===== config.mk =====
export PLATFORM = sky130hd
export DESIGN_NAME = espl_core
export DESIGN_NICKNAME = d
export VERILOG_FILES = /design/src/rtl/espl_sync.v /design/src/rtl/espl_timer.v /design/src/rtl/espl_core.v
export VERILOG_INCLUDE_DIRS = /design/src /design/src/rtl
export SDC_FILE = /design/constraint.sdc
export NUM_CORES = 1
export LEC_CHECK = 0
export ABC_AREA = 1
export BUFFER_PORTS_ARGS = -buffer_cell sky130_fd_sc_hd__buf_2
export CORE_UTILIZATION = 60
export CTS_CLUSTER_DIAMETER = 200
export DETAILED_ROUTE_END_ITERATION = 12
export PLACE_DENSITY = 0.84
export SETUP_SLACK_MARGIN = 0.05
export SLEW_MARGIN = 20
export SYNTH_ARGS = -nofsm -noshare
export SYNTH_HDL_FRONTEND = slang
export SYNTH_HIERARCHICAL = 1
export SYNTH_SLANG_ARGS = --single-unit

===== constraint.sdc =====
create_clock -name aclk -period 3.67 [get_ports aclk]
set_input_delay 0.367 -clock aclk [delete_from_list [all_inputs] [get_ports aclk]]
set_output_delay 0.367 -clock aclk [all_outputs]
set_load 0.03 [all_outputs]

===== src/rtl/espl_regs.vh =====
/*
 * Constants for the engine start permission logic: register offsets,
 * field positions, reset values, power mode codes and timing counts.
 * Assumes a 20 MHz clock and AXI4-Lite byte addressing.
 */
`ifndef ESPL_REGS_VH
`define ESPL_REGS_VH

// Register byte offsets
`define ESPL_CTRL_OFS 8'h00
`define ESPL_STAT_OFS 8'h04
`define ESPL_MSG_OFS 8'h08
`define ESPL_GRACE_OFS 8'h0c

// Control register fields
`define ESPL_CTRL_CLUTCH_REQ 0
`define ESPL_CTRL_GEAR_SW 1
`define ESPL_CTRL_AUTO_TRANS 2
`define ESPL_CTRL_REMOTE_FIT 3
`define ESPL_CTRL_PUSH_FIT 4
`define ESPL_CTRL_RESET 32'h0000_0000

// Status register fields
`define ESPL_STAT_CRANK 0
`define ESPL_STAT_QUAL 1
`define ESPL_STAT_DISCRETE 2
`define ESPL_STAT_GRACE 3
`define ESPL_STAT_FUEL_OFF 4
`define ESPL_STAT_SHORT 5
`define ESPL_STAT_WAKE 6

// Power mode codes
`define ESPL_PM_OFF 2'h0
`define ESPL_PM_ACC 2'h1
`define ESPL_PM_RUN 2'h2
`define ESPL_PM_CRANK 2'h3

// Serial message identifiers
`define ESPL_ID_PM_PRI 8'hfe
`define ESPL_ID_PM_SEC 8'h06
`define ESPL_ID_ABORT_PRI 8'h86
`define ESPL_ID_ABORT_SEC 8'h15

// Timing: one second after engine start, in ms, and the clock rate
`define ESPL_START_WIN_MS 1000
`define ESPL_CLK_HZ 20000000
`define ESPL_START_WIN_CYC ((`ESPL_START_WIN_MS * (`ESPL_CLK_HZ / 1000)))
`define ESPL_GRACE_RESET 32'h0100_0000

`endif


===== src/rtl/espl_sync.v =====
/*
 * Three-stage synchroniser with agreement filter for one pin input.
 * Assumes the pin is asynchronous to aclk.
 */
`timescale 1ns/10ps
module espl_sync (
  input wire aclk,
  input wire aresetn,
  input wire pin,
  output reg level_q
);
  reg s1_q;
  reg s2_q;
  reg s3_q;

  // Three flops; level changes once stages two and three agree
  always @(posedge aclk) begin
    if (!aresetn) begin
      s1_q <= 1'b0;
      s2_q <= 1'b0;
      s3_q <= 1'b0;
      level_q <= 1'b0;
    end else begin
      s1_q <= pin;
      s2_q <= s1_q;
      s3_q <= s2_q;
      if (s2_q == s3_q) begin
        level_q <= s3_q;
      end
    end
  end
endmodule // espl_sync


===== src/rtl/espl_timer.v =====
/*
 * Down counter that runs while armed and drops its busy flag when it reaches zero.
 * Assumes load and run come from logic on the same clock.
 */
`timescale 1ns/10ps
module espl_timer #(
  parameter WIDTH = 32
) (
  input wire aclk,
  input wire aresetn,
  input wire load,
  input wire [WIDTH-1:0] load_val,
  input wire run,
  output reg busy_q
);
  reg [WIDTH-1:0] cnt_q;

  // Load wins; otherwise count down while run holds
  always @(posedge aclk) begin
    if (!aresetn) begin
      cnt_q <= {WIDTH{1'b0}};
      busy_q <= 1'b0;
    end else if (load) begin
      cnt_q <= load_val;
      busy_q <= (load_val != {WIDTH{1'b0}});
    end else if (!run) begin
      cnt_q <= {WIDTH{1'b0}};
      busy_q <= 1'b0;
    end else if (cnt_q != {WIDTH{1'b0}}) begin
      cnt_q <= cnt_q - {{(WIDTH-1){1'b0}}, 1'b1};
      busy_q <= (cnt_q != {{(WIDTH-1){1'b0}}, 1'b1});
    end
  end
endmodule // espl_timer


===== src/rtl/espl_core.v =====
/*
 * Engine start permission logic: crank permission, restart grace mode,
 * neutral source selection, starter low-side drive, starter short test
 * and fuel inhibit, with an AXI4-Lite register slave.
 * Assumes decoded serial power mode words arrive on aclk with a strobe,
 * and discrete switch pins are asynchronous.
 */
// Decided for this implementation: the AXI4-Lite interface to the registers and the placing of the registers.
`timescale 1ns/10ps
`include "espl_regs.vh"

// Summary of operation
// - Crank only in power mode CRANK after park/neutral or clutch qualification.
// - Clutch counts toward qualification only when clutch start is configured.
// - With both masters lost, power mode comes from discrete inputs.
// - Discrete-derived power mode never starts cranking by itself.
// - Discrete cranking is allowed only during restart grace mode.
// - Grace mode needs theft pass, engine stopped and serial mode lost.
// - Stop cranking on discrete request or power mode other than CRANK.
// - Accessory and run/crank inputs drive starter control and wake-up.
// - Use internal gear switches when fitted, else external neutral switch.
// - Starter output is a low-side driver, low to engage the relay.
// - With internal gear switches, test the starter line for shorts to ground.
// - Disable fuel on short, in gear, and engine stopped or under one second.
// - Send crank-aborted message 86/15 when remote or push start fitted.
// - Receive power mode message FE/06 as the crank request source.
// - Accept remote crank requests only on automatic transmission vehicles.
// - Grace mode lasts a bounded time; then only serial mode may start.
module espl_core #(
  parameter START_WIN_CYC = `ESPL_START_WIN_CYC
) (
  input wire aclk,
  input wire aresetn,
  input wire [31:0] s_axi_awaddr,
  input wire s_axi_awvalid,
  output reg s_axi_awready,
  input wire [31:0] s_axi_wdata,
  input wire [3:0] s_axi_wstrb,
  input wire s_axi_wvalid,
  output reg s_axi_wready,
  output reg [1:0] s_axi_bresp,
  output reg s_axi_bvalid,
  input wire s_axi_bready,
  input wire [31:0] s_axi_araddr,
  input wire s_axi_arvalid,
  output reg s_axi_arready,
  output reg [31:0] s_axi_rdata,
  output reg [1:0] s_axi_rresp,
  output reg s_axi_rvalid,
  input wire s_axi_rready,
  input wire msg_valid,
  input wire [7:0] msg_pri_id,
  input wire [7:0] msg_sec_id,
  input wire [1:0] msg_pm,
  input wire pm_master_lost,
  input wire pm_backup_lost,
  input wire remote_crank_req,
  input wire theft_deterrent_pass,
  input wire engine_rotating,
  input wire engine_running,
  input wire in_gear,
  input wire internal_gear_switches_pn,
  input wire acc_pin,
  input wire run_crank_pin,
  input wire neutral_pin,
  input wire clutch_pin,
  input wire starter_sense_pin,
  output reg starter_drive_n_q,
  output reg fuel_disable_q,
  output reg wake_q,
  output reg abort_valid_q,
  output reg [7:0] abort_pri_q,
  output reg [7:0] abort_sec_q
);
  wire acc_s;
  wire run_s;
  wire neutral_s;
  wire clutch_s;
  wire sense_s;
  wire grace_busy;
  wire start_busy;
  reg [31:0] ctrl_q;
  reg [31:0] grace_len_q;
  reg [1:0] pm_q;
  reg pm_fresh_q;
  reg qual_q;
  reg crank_q;
  reg grace_q;
  reg grace_load_q;
  reg rot_q;
  reg run_q;
  reg short_q;
  reg [4:0] rel_q;
  reg fuel_off_latch_q;
  reg [7:0] aborts_q;
  reg aw_q;
  reg w_q;
  reg [7:0] awaddr_q;
  reg [31:0] wdata_q;
  reg [3:0] wstrb_q;
  reg [31:0] rdata_d;
  reg pn_d;
  reg qual_now_d;
  reg discrete_d;
  reg [1:0] pm_eff_d;
  reg crank_d;
  reg serial_lost_d;
  integer i;

  // Pin synchronisers for the discrete switch inputs and the starter sense line
  genvar g;
  wire [4:0] pins = {starter_sense_pin, clutch_pin, neutral_pin, run_crank_pin, acc_pin};
  wire [4:0] pins_s;
  generate
    for (g = 0; g < 5; g = g + 1) begin : g_sync
      espl_sync u_sync (
        .aclk(aclk),
        .aresetn(aresetn),
        .pin(pins[g]),
        .level_q(pins_s[g])
      );
    end
  endgenerate
  assign acc_s = pins_s[0];
  assign run_s = pins_s[1];
  assign neutral_s = pins_s[2];
  assign clutch_s = pins_s[3];
  assign sense_s = pins_s[4];

  // Restart grace window, started when the engine stops rotating
  espl_timer #(.WIDTH(32)) u_grace (
    .aclk(aclk),
    .aresetn(aresetn),
    .load(grace_load_q),
    .load_val(grace_len_q),
    .run(theft_deterrent_pass),
    .busy_q(grace_busy)
  );

  // One second window after engine start
  espl_timer #(.WIDTH(32)) u_start (
    .aclk(aclk),
    .aresetn(aresetn),
    .load(engine_running & ~run_q),
    .load_val(START_WIN_CYC[31:0]),
    .run(engine_running),
    .busy_q(start_busy)
  );

  // Permission decision
  always @* begin
    serial_lost_d = pm_master_lost & pm_backup_lost;
    discrete_d = serial_lost_d;
    if (run_s) begin
      pm_eff_d = `ESPL_PM_RUN;
    end else if (acc_s) begin
      pm_eff_d = `ESPL_PM_ACC;
    end else begin
      pm_eff_d = `ESPL_PM_OFF;
    end
    if (ctrl_q[`ESPL_CTRL_GEAR_SW]) begin
      pn_d = internal_gear_switches_pn;
    end else begin
      pn_d = neutral_s;
    end
    qual_now_d = pn_d | (ctrl_q[`ESPL_CTRL_CLUTCH_REQ] & clutch_s);
    if (discrete_d) begin
      // Only grace mode lets the run/crank input start the engine
      crank_d = grace_q & run_s & (qual_q | qual_now_d);
    end else begin
      crank_d = (pm_q == `ESPL_PM_CRANK) & qual_q;
    end
    // A remote crank request is refused unless the vehicle is set up as
    // an automatic; refusing it also holds the starter off
    if (remote_crank_req & ~ctrl_q[`ESPL_CTRL_AUTO_TRANS]) begin
      crank_d = 1'b0;
    end
    // Serial mode: both discrete inputs low ends cranking
    if (!discrete_d & ~run_s & ~acc_s) begin
      crank_d = 1'b0;
    end
  end

  // Power mode reception, qualification, grace mode and starter drive
  always @(posedge aclk) begin
    if (!aresetn) begin
      pm_q <= `ESPL_PM_OFF;
      pm_fresh_q <= 1'b0;
      qual_q <= 1'b0;
      crank_q <= 1'b0;
      grace_q <= 1'b0;
      grace_load_q <= 1'b0;
      rot_q <= 1'b0;
      run_q <= 1'b0;
      starter_drive_n_q <= 1'b1;
      wake_q <= 1'b0;
      abort_valid_q <= 1'b0;
      abort_pri_q <= 8'h00;
      abort_sec_q <= 8'h00;
      aborts_q <= 8'h00;
    end else begin
      rot_q <= engine_rotating;
      run_q <= engine_running;
      pm_fresh_q <= 1'b0;
      if (msg_valid && msg_pri_id == `ESPL_ID_PM_PRI && msg_sec_id == `ESPL_ID_PM_SEC) begin
        pm_q <= msg_pm;
        pm_fresh_q <= 1'b1;
      end else if (discrete_d) begin
        pm_q <= pm_eff_d;
      end
      // Qualification tracks the live inputs outside CRANK in serial mode, latches in CRANK or discrete mode
      if (pm_q != `ESPL_PM_CRANK && !discrete_d) begin
        qual_q <= qual_now_d;
      end else if (qual_now_d) begin
        qual_q <= 1'b1;
      end
      // Grace mode: theft pass, engine stopped, serial mode lost
      grace_load_q <= rot_q & ~engine_rotating & theft_deterrent_pass;
      grace_q <= theft_deterrent_pass & ~engine_rotating & serial_lost_d &
        (grace_busy | grace_load_q);
      // Starter output registered; released whenever the decision drops
      crank_q <= crank_d;
      starter_drive_n_q <= ~crank_d;
      wake_q <= acc_s | run_s;
      abort_valid_q <= 1'b0;
      // Report an aborted crank once, as the decision drops before the engine turns
      if (crank_q & ~crank_d & ~engine_rotating &
          (ctrl_q[`ESPL_CTRL_REMOTE_FIT] | ctrl_q[`ESPL_CTRL_PUSH_FIT])) begin
        abort_valid_q <= 1'b1;
        abort_pri_q <= `ESPL_ID_ABORT_PRI;
        abort_sec_q <= `ESPL_ID_ABORT_SEC;
        aborts_q <= aborts_q + 8'h01;
      end
    end
  end

  // Short test: line reads low while the driver is released.
  // The sense pin needs about four edges through its synchroniser, so
  // the test waits until the driver has been released for five edges;
  // otherwise every end of cranking would look like a short.
  always @(posedge aclk) begin
    if (!aresetn) begin
      rel_q <= 5'h00;
      short_q <= 1'b0;
      fuel_off_latch_q <= 1'b0;
      fuel_disable_q <= 1'b0;
    end else begin
      rel_q <= {rel_q[3:0], starter_drive_n_q};
      short_q <= ctrl_q[`ESPL_CTRL_GEAR_SW] & starter_drive_n_q & (&rel_q) &
        ~sense_s;
      // The start window loads on the first running edge, so that edge counts too
      fuel_off_latch_q <= short_q & in_gear & (~engine_running | ~run_q | start_busy);
      fuel_disable_q <= short_q & in_gear & (~engine_running | ~run_q | start_busy);
    end
  end

  // AXI4-Lite write path: address and data taken in either order
  always @(posedge aclk) begin
    if (!aresetn) begin
      s_axi_awready <= 1'b0;
      s_axi_wready <= 1'b0;
      s_axi_bvalid <= 1'b0;
      s_axi_bresp <= 2'b00;
      aw_q <= 1'b0;
      w_q <= 1'b0;
      awaddr_q <= 8'h00;
      wdata_q <= 32'h0000_0000;
      wstrb_q <= 4'h0;
      ctrl_q <= `ESPL_CTRL_RESET;
      grace_len_q <= `ESPL_GRACE_RESET;
    end else begin
      s_axi_awready <= ~aw_q & ~s_axi_awready & ~s_axi_bvalid & s_axi_awvalid;
      s_axi_wready <= ~w_q & ~s_axi_wready & ~s_axi_bvalid & s_axi_wvalid;
      if (s_axi_awvalid & s_axi_awready) begin
        aw_q <= 1'b1;
        awaddr_q <= s_axi_awaddr[7:0];
      end
      if (s_axi_wvalid & s_axi_wready) begin
        w_q <= 1'b1;
        wdata_q <= s_axi_wdata;
        wstrb_q <= s_axi_wstrb;
      end
      if (aw_q & w_q & ~s_axi_bvalid) begin
        aw_q <= 1'b0;
        w_q <= 1'b0;
        s_axi_bvalid <= 1'b1;
        s_axi_bresp <= 2'b00;
        for (i = 0; i < 4; i = i + 1) begin
          if (wstrb_q[i] && awaddr_q == `ESPL_CTRL_OFS) begin
            ctrl_q[i*8 +: 8] <= wdata_q[i*8 +: 8];
          end
          if (wstrb_q[i] && awaddr_q == `ESPL_GRACE_OFS) begin
            grace_len_q[i*8 +: 8] <= wdata_q[i*8 +: 8];
          end
        end
        if (awaddr_q != `ESPL_CTRL_OFS && awaddr_q != `ESPL_GRACE_OFS) begin
          s_axi_bresp <= 2'b10; // Unmapped or read-only
        end
      end else if (s_axi_bvalid & s_axi_bready) begin
        s_axi_bvalid <= 1'b0;
      end
    end
  end

  // Read data mux
  always @* begin
    case (s_axi_araddr[7:0])
      `ESPL_CTRL_OFS: rdata_d = ctrl_q;
      `ESPL_STAT_OFS: rdata_d = {25'h0, wake_q, short_q, fuel_disable_q, grace_q,
        discrete_d, qual_q, crank_q};
      `ESPL_MSG_OFS: rdata_d = {14'h0, pm_fresh_q, fuel_off_latch_q, aborts_q, 6'h0, pm_q};
      `ESPL_GRACE_OFS: rdata_d = grace_len_q;
      default: rdata_d = 32'h0000_0000;
    endcase
  end

  // AXI4-Lite read path, one cycle to accept and one to answer
  always @(posedge aclk) begin
    if (!aresetn) begin
      s_axi_arready <= 1'b0;
      s_axi_rvalid <= 1'b0;
      s_axi_rdata <= 32'h0000_0000;
      s_axi_rresp <= 2'b00;
    end else begin
      s_axi_arready <= ~s_axi_arready & ~s_axi_rvalid & s_axi_arvalid;
      if (s_axi_arvalid & s_axi_arready) begin
        s_axi_rvalid <= 1'b1;
        s_axi_rdata <= rdata_d;
        case (s_axi_araddr[7:0])
          `ESPL_CTRL_OFS, `ESPL_STAT_OFS, `ESPL_MSG_OFS, `ESPL_GRACE_OFS: begin
            s_axi_rresp <= 2'b00;
          end
          default: begin
            s_axi_rresp <= 2'b10;
          end
        endcase
      end else if (s_axi_rvalid & s_axi_rready) begin
        s_axi_rvalid <= 1'b0;
      end
    end
  end
endmodule // espl_core


* After elaboration in Yosys (flattened, before gate mapping) *
Index checks and enable logic that the tools add are counted.

storage, ports and cells
  memories kept = 0
  output and inout bits = 61
  bits in latches = 0
  memory bits (read-only) = 0
  memory bits (writable) = 0
  register bits after elaboration = 265
  logic and storage cells = 209

cells by class
  add/sub/neg operators = 3
  equal/unequal tests = 18
  shift-type cells = 0
  multipliers = 0
  muxes and demuxes = 31
  divide/modulo/power cells = 0
  $lt $le $gt $ge = 0
  reductions and logical operators = 35
  bitwise operators = 60

operator list
  cell                                                                      count
  32-bit case mux with 4 select lines                                       1
  32-bit 2-to-1 mux                                                         3
  32-bit nonzero test                                                       3
  25-bit 2-to-1 mux                                                         3
  32-bit by 1-bit inequality test with 1-bit output, second input constant  2
  32-bit by 1-bit subtractor with 32-bit output, second input constant      2
  1-bit AND                                                                 37
  8-bit by 4-bit equality test with 1-bit output, second input constant     3
  1-bit 2-to-1 mux                                                          19
  8-bit by 3-bit equality test with 1-bit output, second input constant     2
  8-bit zero test                                                           2
  1-bit inverter                                                            16
  2-bit AND reduction                                                       8
  1-bit logical AND                                                         12
  2-bit 2-to-1 mux                                                          5
  8-bit by 1-bit adder with 8-bit output, second input constant             1
  8-bit equality test, second input constant                                1
  8-bit by 4-bit inequality test with 1-bit output, second input constant   1
  2-bit nonzero test                                                        4
  8-bit nonzero test                                                        1
  1-bit OR                                                                  7
  3-bit by 1-bit inequality test with 1-bit output, second input constant   2
  1-bit equality test                                                       5
  5-bit AND reduction                                                       1
  6 further kinds                                                           6

* Depth between registers and ports, before layout *
  depth after elaboration = 12
  gate-level depth with buffers = 12

* Modules after synthesis *
Netlist, hierarchy kept.

modules (own cells, without submodules)
  module                cells an instance  area each (um^2)  times used  sequential area each (um^2)
  espl_core             985                7185.6            1           3543.4
  espl_timer (u_start)  412                2443.6            1           660.6
  espl_timer (u_grace)  408                2433.6            1           660.6
  espl_sync             13                 116.4             5           80.1

* Worst setup path after synthesis *
No wires, ideal clock.

  path type = input -> register
  start point = input port engine_running
  end point = register u_start.cnt_q[21]
  stages on the path = 9
  slack = 2.068 ns
  arrival time = 1.480 ns
  path buffers = 2
  data required time = 3.548 ns
  path through = inv_1 -> nor2_1 -> inv_1 -> nand2_1 -> inv_1 -> buf_2 -> buf_2 -> a21boi_0 -> a21oi_2

on the way
  longest elaborated chain between the ends = 2
  elaborated cells on any way between the ends = 4

ends and longest elaborated chain
  element                                                                                                        RTL line                          text
  from (decl)                                                                                                    espl_core.v:60                    input wire engine_running,
  1-bit AND / 25-bit 2-to-1 mux (equally long branches)                                                          espl_core.v:144, espl_timer.v:26
  3-bit by 1-bit inequality test with 1-bit output (no source line) / 25-bit 2-to-1 mux (equally long branches)  -
  to (signal assigned)                                                                                           espl_timer.v:24                   cnt_q <= load_val;
  to (signal assigned)                                                                                           espl_timer.v:27                   cnt_q <= {WIDTH{1'b0}};
  to (signal assigned)                                                                                           espl_timer.v:30                   cnt_q <= cnt_q - {{(WIDTH-1){1'b0}}, 1'b1};
  to (decl)                                                                                                      espl_timer.v:16                   reg [WIDTH-1:0] cnt_q;

Several ways; a longest one is shown, not always the timed one.
A chain may end at the register's enable or synchronous reset.

* Worst setup path after layout *
  start point = register grace_load_q
  end point = register u_grace.cnt_q[9]

on the way
  longest elaborated chain between the ends = 1
  elaborated cells on any way between the ends = 2

ends and longest elaborated chain
  element                                                                                                        RTL line         text
  from (decl)                                                                                                    espl_core.v:89   reg grace_load_q;
  from (signal assigned)                                                                                         espl_core.v:218  grace_load_q <= rot_q & ~engine_rotating & theft_deterrent_pass;
  3-bit by 1-bit inequality test with 1-bit output (no source line) / 32-bit 2-to-1 mux (equally long branches)  -
  to (signal assigned)                                                                                           espl_timer.v:21  cnt_q <= {WIDTH{1'b0}};
  to (signal assigned)                                                                                           espl_timer.v:24
  to (signal assigned)                                                                                           espl_timer.v:27
  to (decl)                                                                                                      espl_timer.v:16

Several ways; a longest one is shown, not always the timed one.

==> metrics <==
Crit-path slowest cell nand2_1; diodes inserted 0; Filler cells 1,758; min-delay src neutral_pin; top-count cell post-synth nand2_1; number of synthesized flops with an enable pin 0; latest clock arrival within the worst-skew pair 0.56 ns; largest net degree at the start of global routing 55; vias 12,590; Routed WL 34,150 um; first-pass GRT wire length 55,240 um; Die W 147.2 um; routed length per placed instance 14.67 um; num rows 52; worst vdd ir 0.4201 mV; Max Clock Skew 0.02223 ns; crit path DAT 3.05 ns; fraction of registers with async set/reset 0; worst endpoint required time 4.12 ns; Startpoint Class flip-flop; reg-to-reg slack, setup 1.07 ns; initial antenna violation count 0; Worst R2R Path Depth 7; vias in the first global route 11,430; Port Buffers 139; Worst-Margin Slew 0.9413 ns; RR Startpoint grace_load_q$_SDFF_PN0_; Worst Hold Depth 3; layout cells sized above 1 0.1283; Synth top cells by count nand2_1 (437), nor2_1 (308), dfxtp_1 (263); Root Buffer clkbuf_16; remaining global-route overflow 0; Max Cap Viol 0; die height 147.2 um; critical path's largest stage delay 0.48 ns; Post-DP HPWL 24,360 um; min Tclk post-route 2.596 ns; post-synth top area cell dfxtp_1; GPL Wtd Cong 0.9417; Ports 200; DR vias/cell 5.410; final core occ 0.7123; register area share after synthesis 0.4164; CTS buffer count 28; initial core utilization 0.6189; R2R Path End u_grace/cnt_q[9]$_SDFFE_PN0P_; GRT Resource Usage Total 0.3116; Top FF cell, synth dfxtp_1; # nets final 2,179; clk slew on worst S/H paths 0.06 ns; total power 8.245 mW; Placeable Area 20,430 sq um; count of cell types in the netlist 38; Yosys warning count 6; pwr/cell area 566.6 nW/um^2; drt first pass iters 6; number of nets with antenna violations after routing 0; CP bufs+invs 3; Longest Clk Path Bufs 3; min-delay worst type in -> reg; max-slew violation count 0; post-synthesis register bit count 263; area grow syn2layout 15.09%; Critical Path End Type flip-flop; DR iter-0 viols 912; Setup violations, final 0; Setup CP Type reg -> reg; Synth area leaders dfxtp_1 (42%), nand2_1 (13%), nor2_1 (9.1%); Leakage 6.409 nW; Final Cycle Share 0.7072; sequence of cells on the critical path buf_4 > inv_1 > nand2_1 > inv_1 > nand2_2 > nand2_2 > a31oi_1; crit-path max FO 33; Mapped Area 12,640 sq um; status finished clean; # DRC 0; Final Hold Fails 0; die area 21,660 sq um; RSZ-0062 raised after global routing no; PostCTS Resize Cnt 0; Slew headroom 0.3686; Synth Area per Inst 6.762 sq um; Synth Instances 1,870; area share of the largest cell type after synthesis 0.4164; CTS Sinks 263; Largest delay share family, worst path simple AND/OR/NAND/NOR gates; FMAX 0.3853 GHz; Hold Path End g_sync[2].u_sync/s1_q$_SDFF_PN0_; CTS tree yes; final setup TNS 0 ns; H-tree depth 1
==> metal layers <==
layer	share of wire	GRT usage	vias up
li1	-	-	6307
met4	0.032	0.1108	0
met2	0.48	0.5314	466
met3	0.063	0.03292	76
met5	0	0	-
met1	0.43	0.4084	5740
==> power by group <==
| group | switching [mW] | internal [mW] |
|---|---|---|
| sequential | 0.165 | 3.02 |
| combinational | 1.50 | 0.684 |
| clock | 1.17 | 1.70 |
==> area by class of cell <==
type | count | area, sq um | share of cell area
Multi-Input combinational cell | 1433 | 6574 | 0.4517
Inverter | 149 | 559.3 | 0.03843
Timing Repair Buffer | 160 | 865.8 | 0.05950
Clock buffer | 43 | 827.0 | 0.05683
Sequential cell | 263 | 5265 | 0.3618
Tap cell | 270 | 337.8 | 0.02321
Clock inverter | 9 | 123.9 | 0.008512
==> state kept, by name, indices dropped and copies added (netlist names), 2 cells and up <==
signal	cells
aborts_q	8
awaddr_q	8
ctrl_q	32
g_sync.u_sync/level_q	5
g_sync.u_sync/s1_q	5
g_sync.u_sync/s2_q	5
g_sync.u_sync/s3_q	5
grace_len_q	32
pm_q	2
rel_q	5
s_axi_rdata	32
u_grace/cnt_q	32
u_start/cnt_q	32
wdata_q	32
wstrb_q	4
==> timing repair <==
item | 4_1_cts | 5_1_grt
hold buffers | 4 | 0
endpoints found under the hold margin | 4 | 0
setup buffers | 0 | 0
==> worst max path at each step <==
stage                                  start                              to  cells past startpoint
2_1_floorplan                 engine_running  u_start/cnt_q[21]$_SDFFE_PN0P_                      9
3_3_place_gp   u_start/cnt_q[0]$_SDFFE_PN0P_  u_start/cnt_q[16]$_SDFFE_PN0P_                     11
3_5_place_dp   u_start/cnt_q[0]$_SDFFE_PN0P_  u_start/cnt_q[16]$_SDFFE_PN0P_                     11
4_1_cts        u_start/cnt_q[0]$_SDFFE_PN0P_  u_start/cnt_q[16]$_SDFFE_PN0P_                     11
5_1_grt              grace_load_q$_SDFF_PN0_   u_grace/cnt_q[9]$_SDFFE_PN0P_                      7
6_report             grace_load_q$_SDFF_PN0_   u_grace/cnt_q[9]$_SDFFE_PN0P_                      7
==> layout by cell type (no fill, tap or decap), types with 8 or more instances in the layout <==
cell type  instances
a21boi_0          16
a21oi_1          163
a21oi_2           21
a31oi_1           14
buf_2            138
buf_4             18
clkbuf_1           8
clkbuf_16         28
conb_1            74
dfxtp_1          263
inv_1            145
nand2_1          437
nand2_2            9
nand3_1          175
nand4_1           18
nor2_1           306
nor2_2            12
o21ai_0          120
o21bai_1          13
==> cell families (layout without fill, tap and decap cells) <==
group,after synthesis,count (layout),share of synthesized area
AO/OA/AOI/OAI,358,358,0.1558
XOR/XNOR,6,6,0.004156
adder cells (fa/ha/maj),5,5,0.004948
buffers and inverters,246,361,0.08549
flip-flops,263,263,0.4164
other,2,74,0.0005939
AND/OR/NAND/NOR,990,990,0.3326
==> worst min-delay path, stage by stage <==
cell	delay (ns)
buf_2	0.09
nand2_1	0.05
inv_1	0.04
==> through the flow <==
stage / setup slack (ns) / hold slack [ns] / cell area [sq um] / std cells
after global placement: 1.169 / 0.3920 / 13560 / 2271
after detailed placement: 1.176 / 0.4054 / 13560 / 2271
after floorplan: 2.068 / 0.3900 / 12910 / 1942
after CTS: 1.152 / 0.01341 / 14550 / 2327
final: 1.074 / 0.02033 / 14550 / 2327
after global routing: 0.9342 / 0.01853 / 14550 / 2327
No activity file was read; power rests on OpenSTA's default activity.
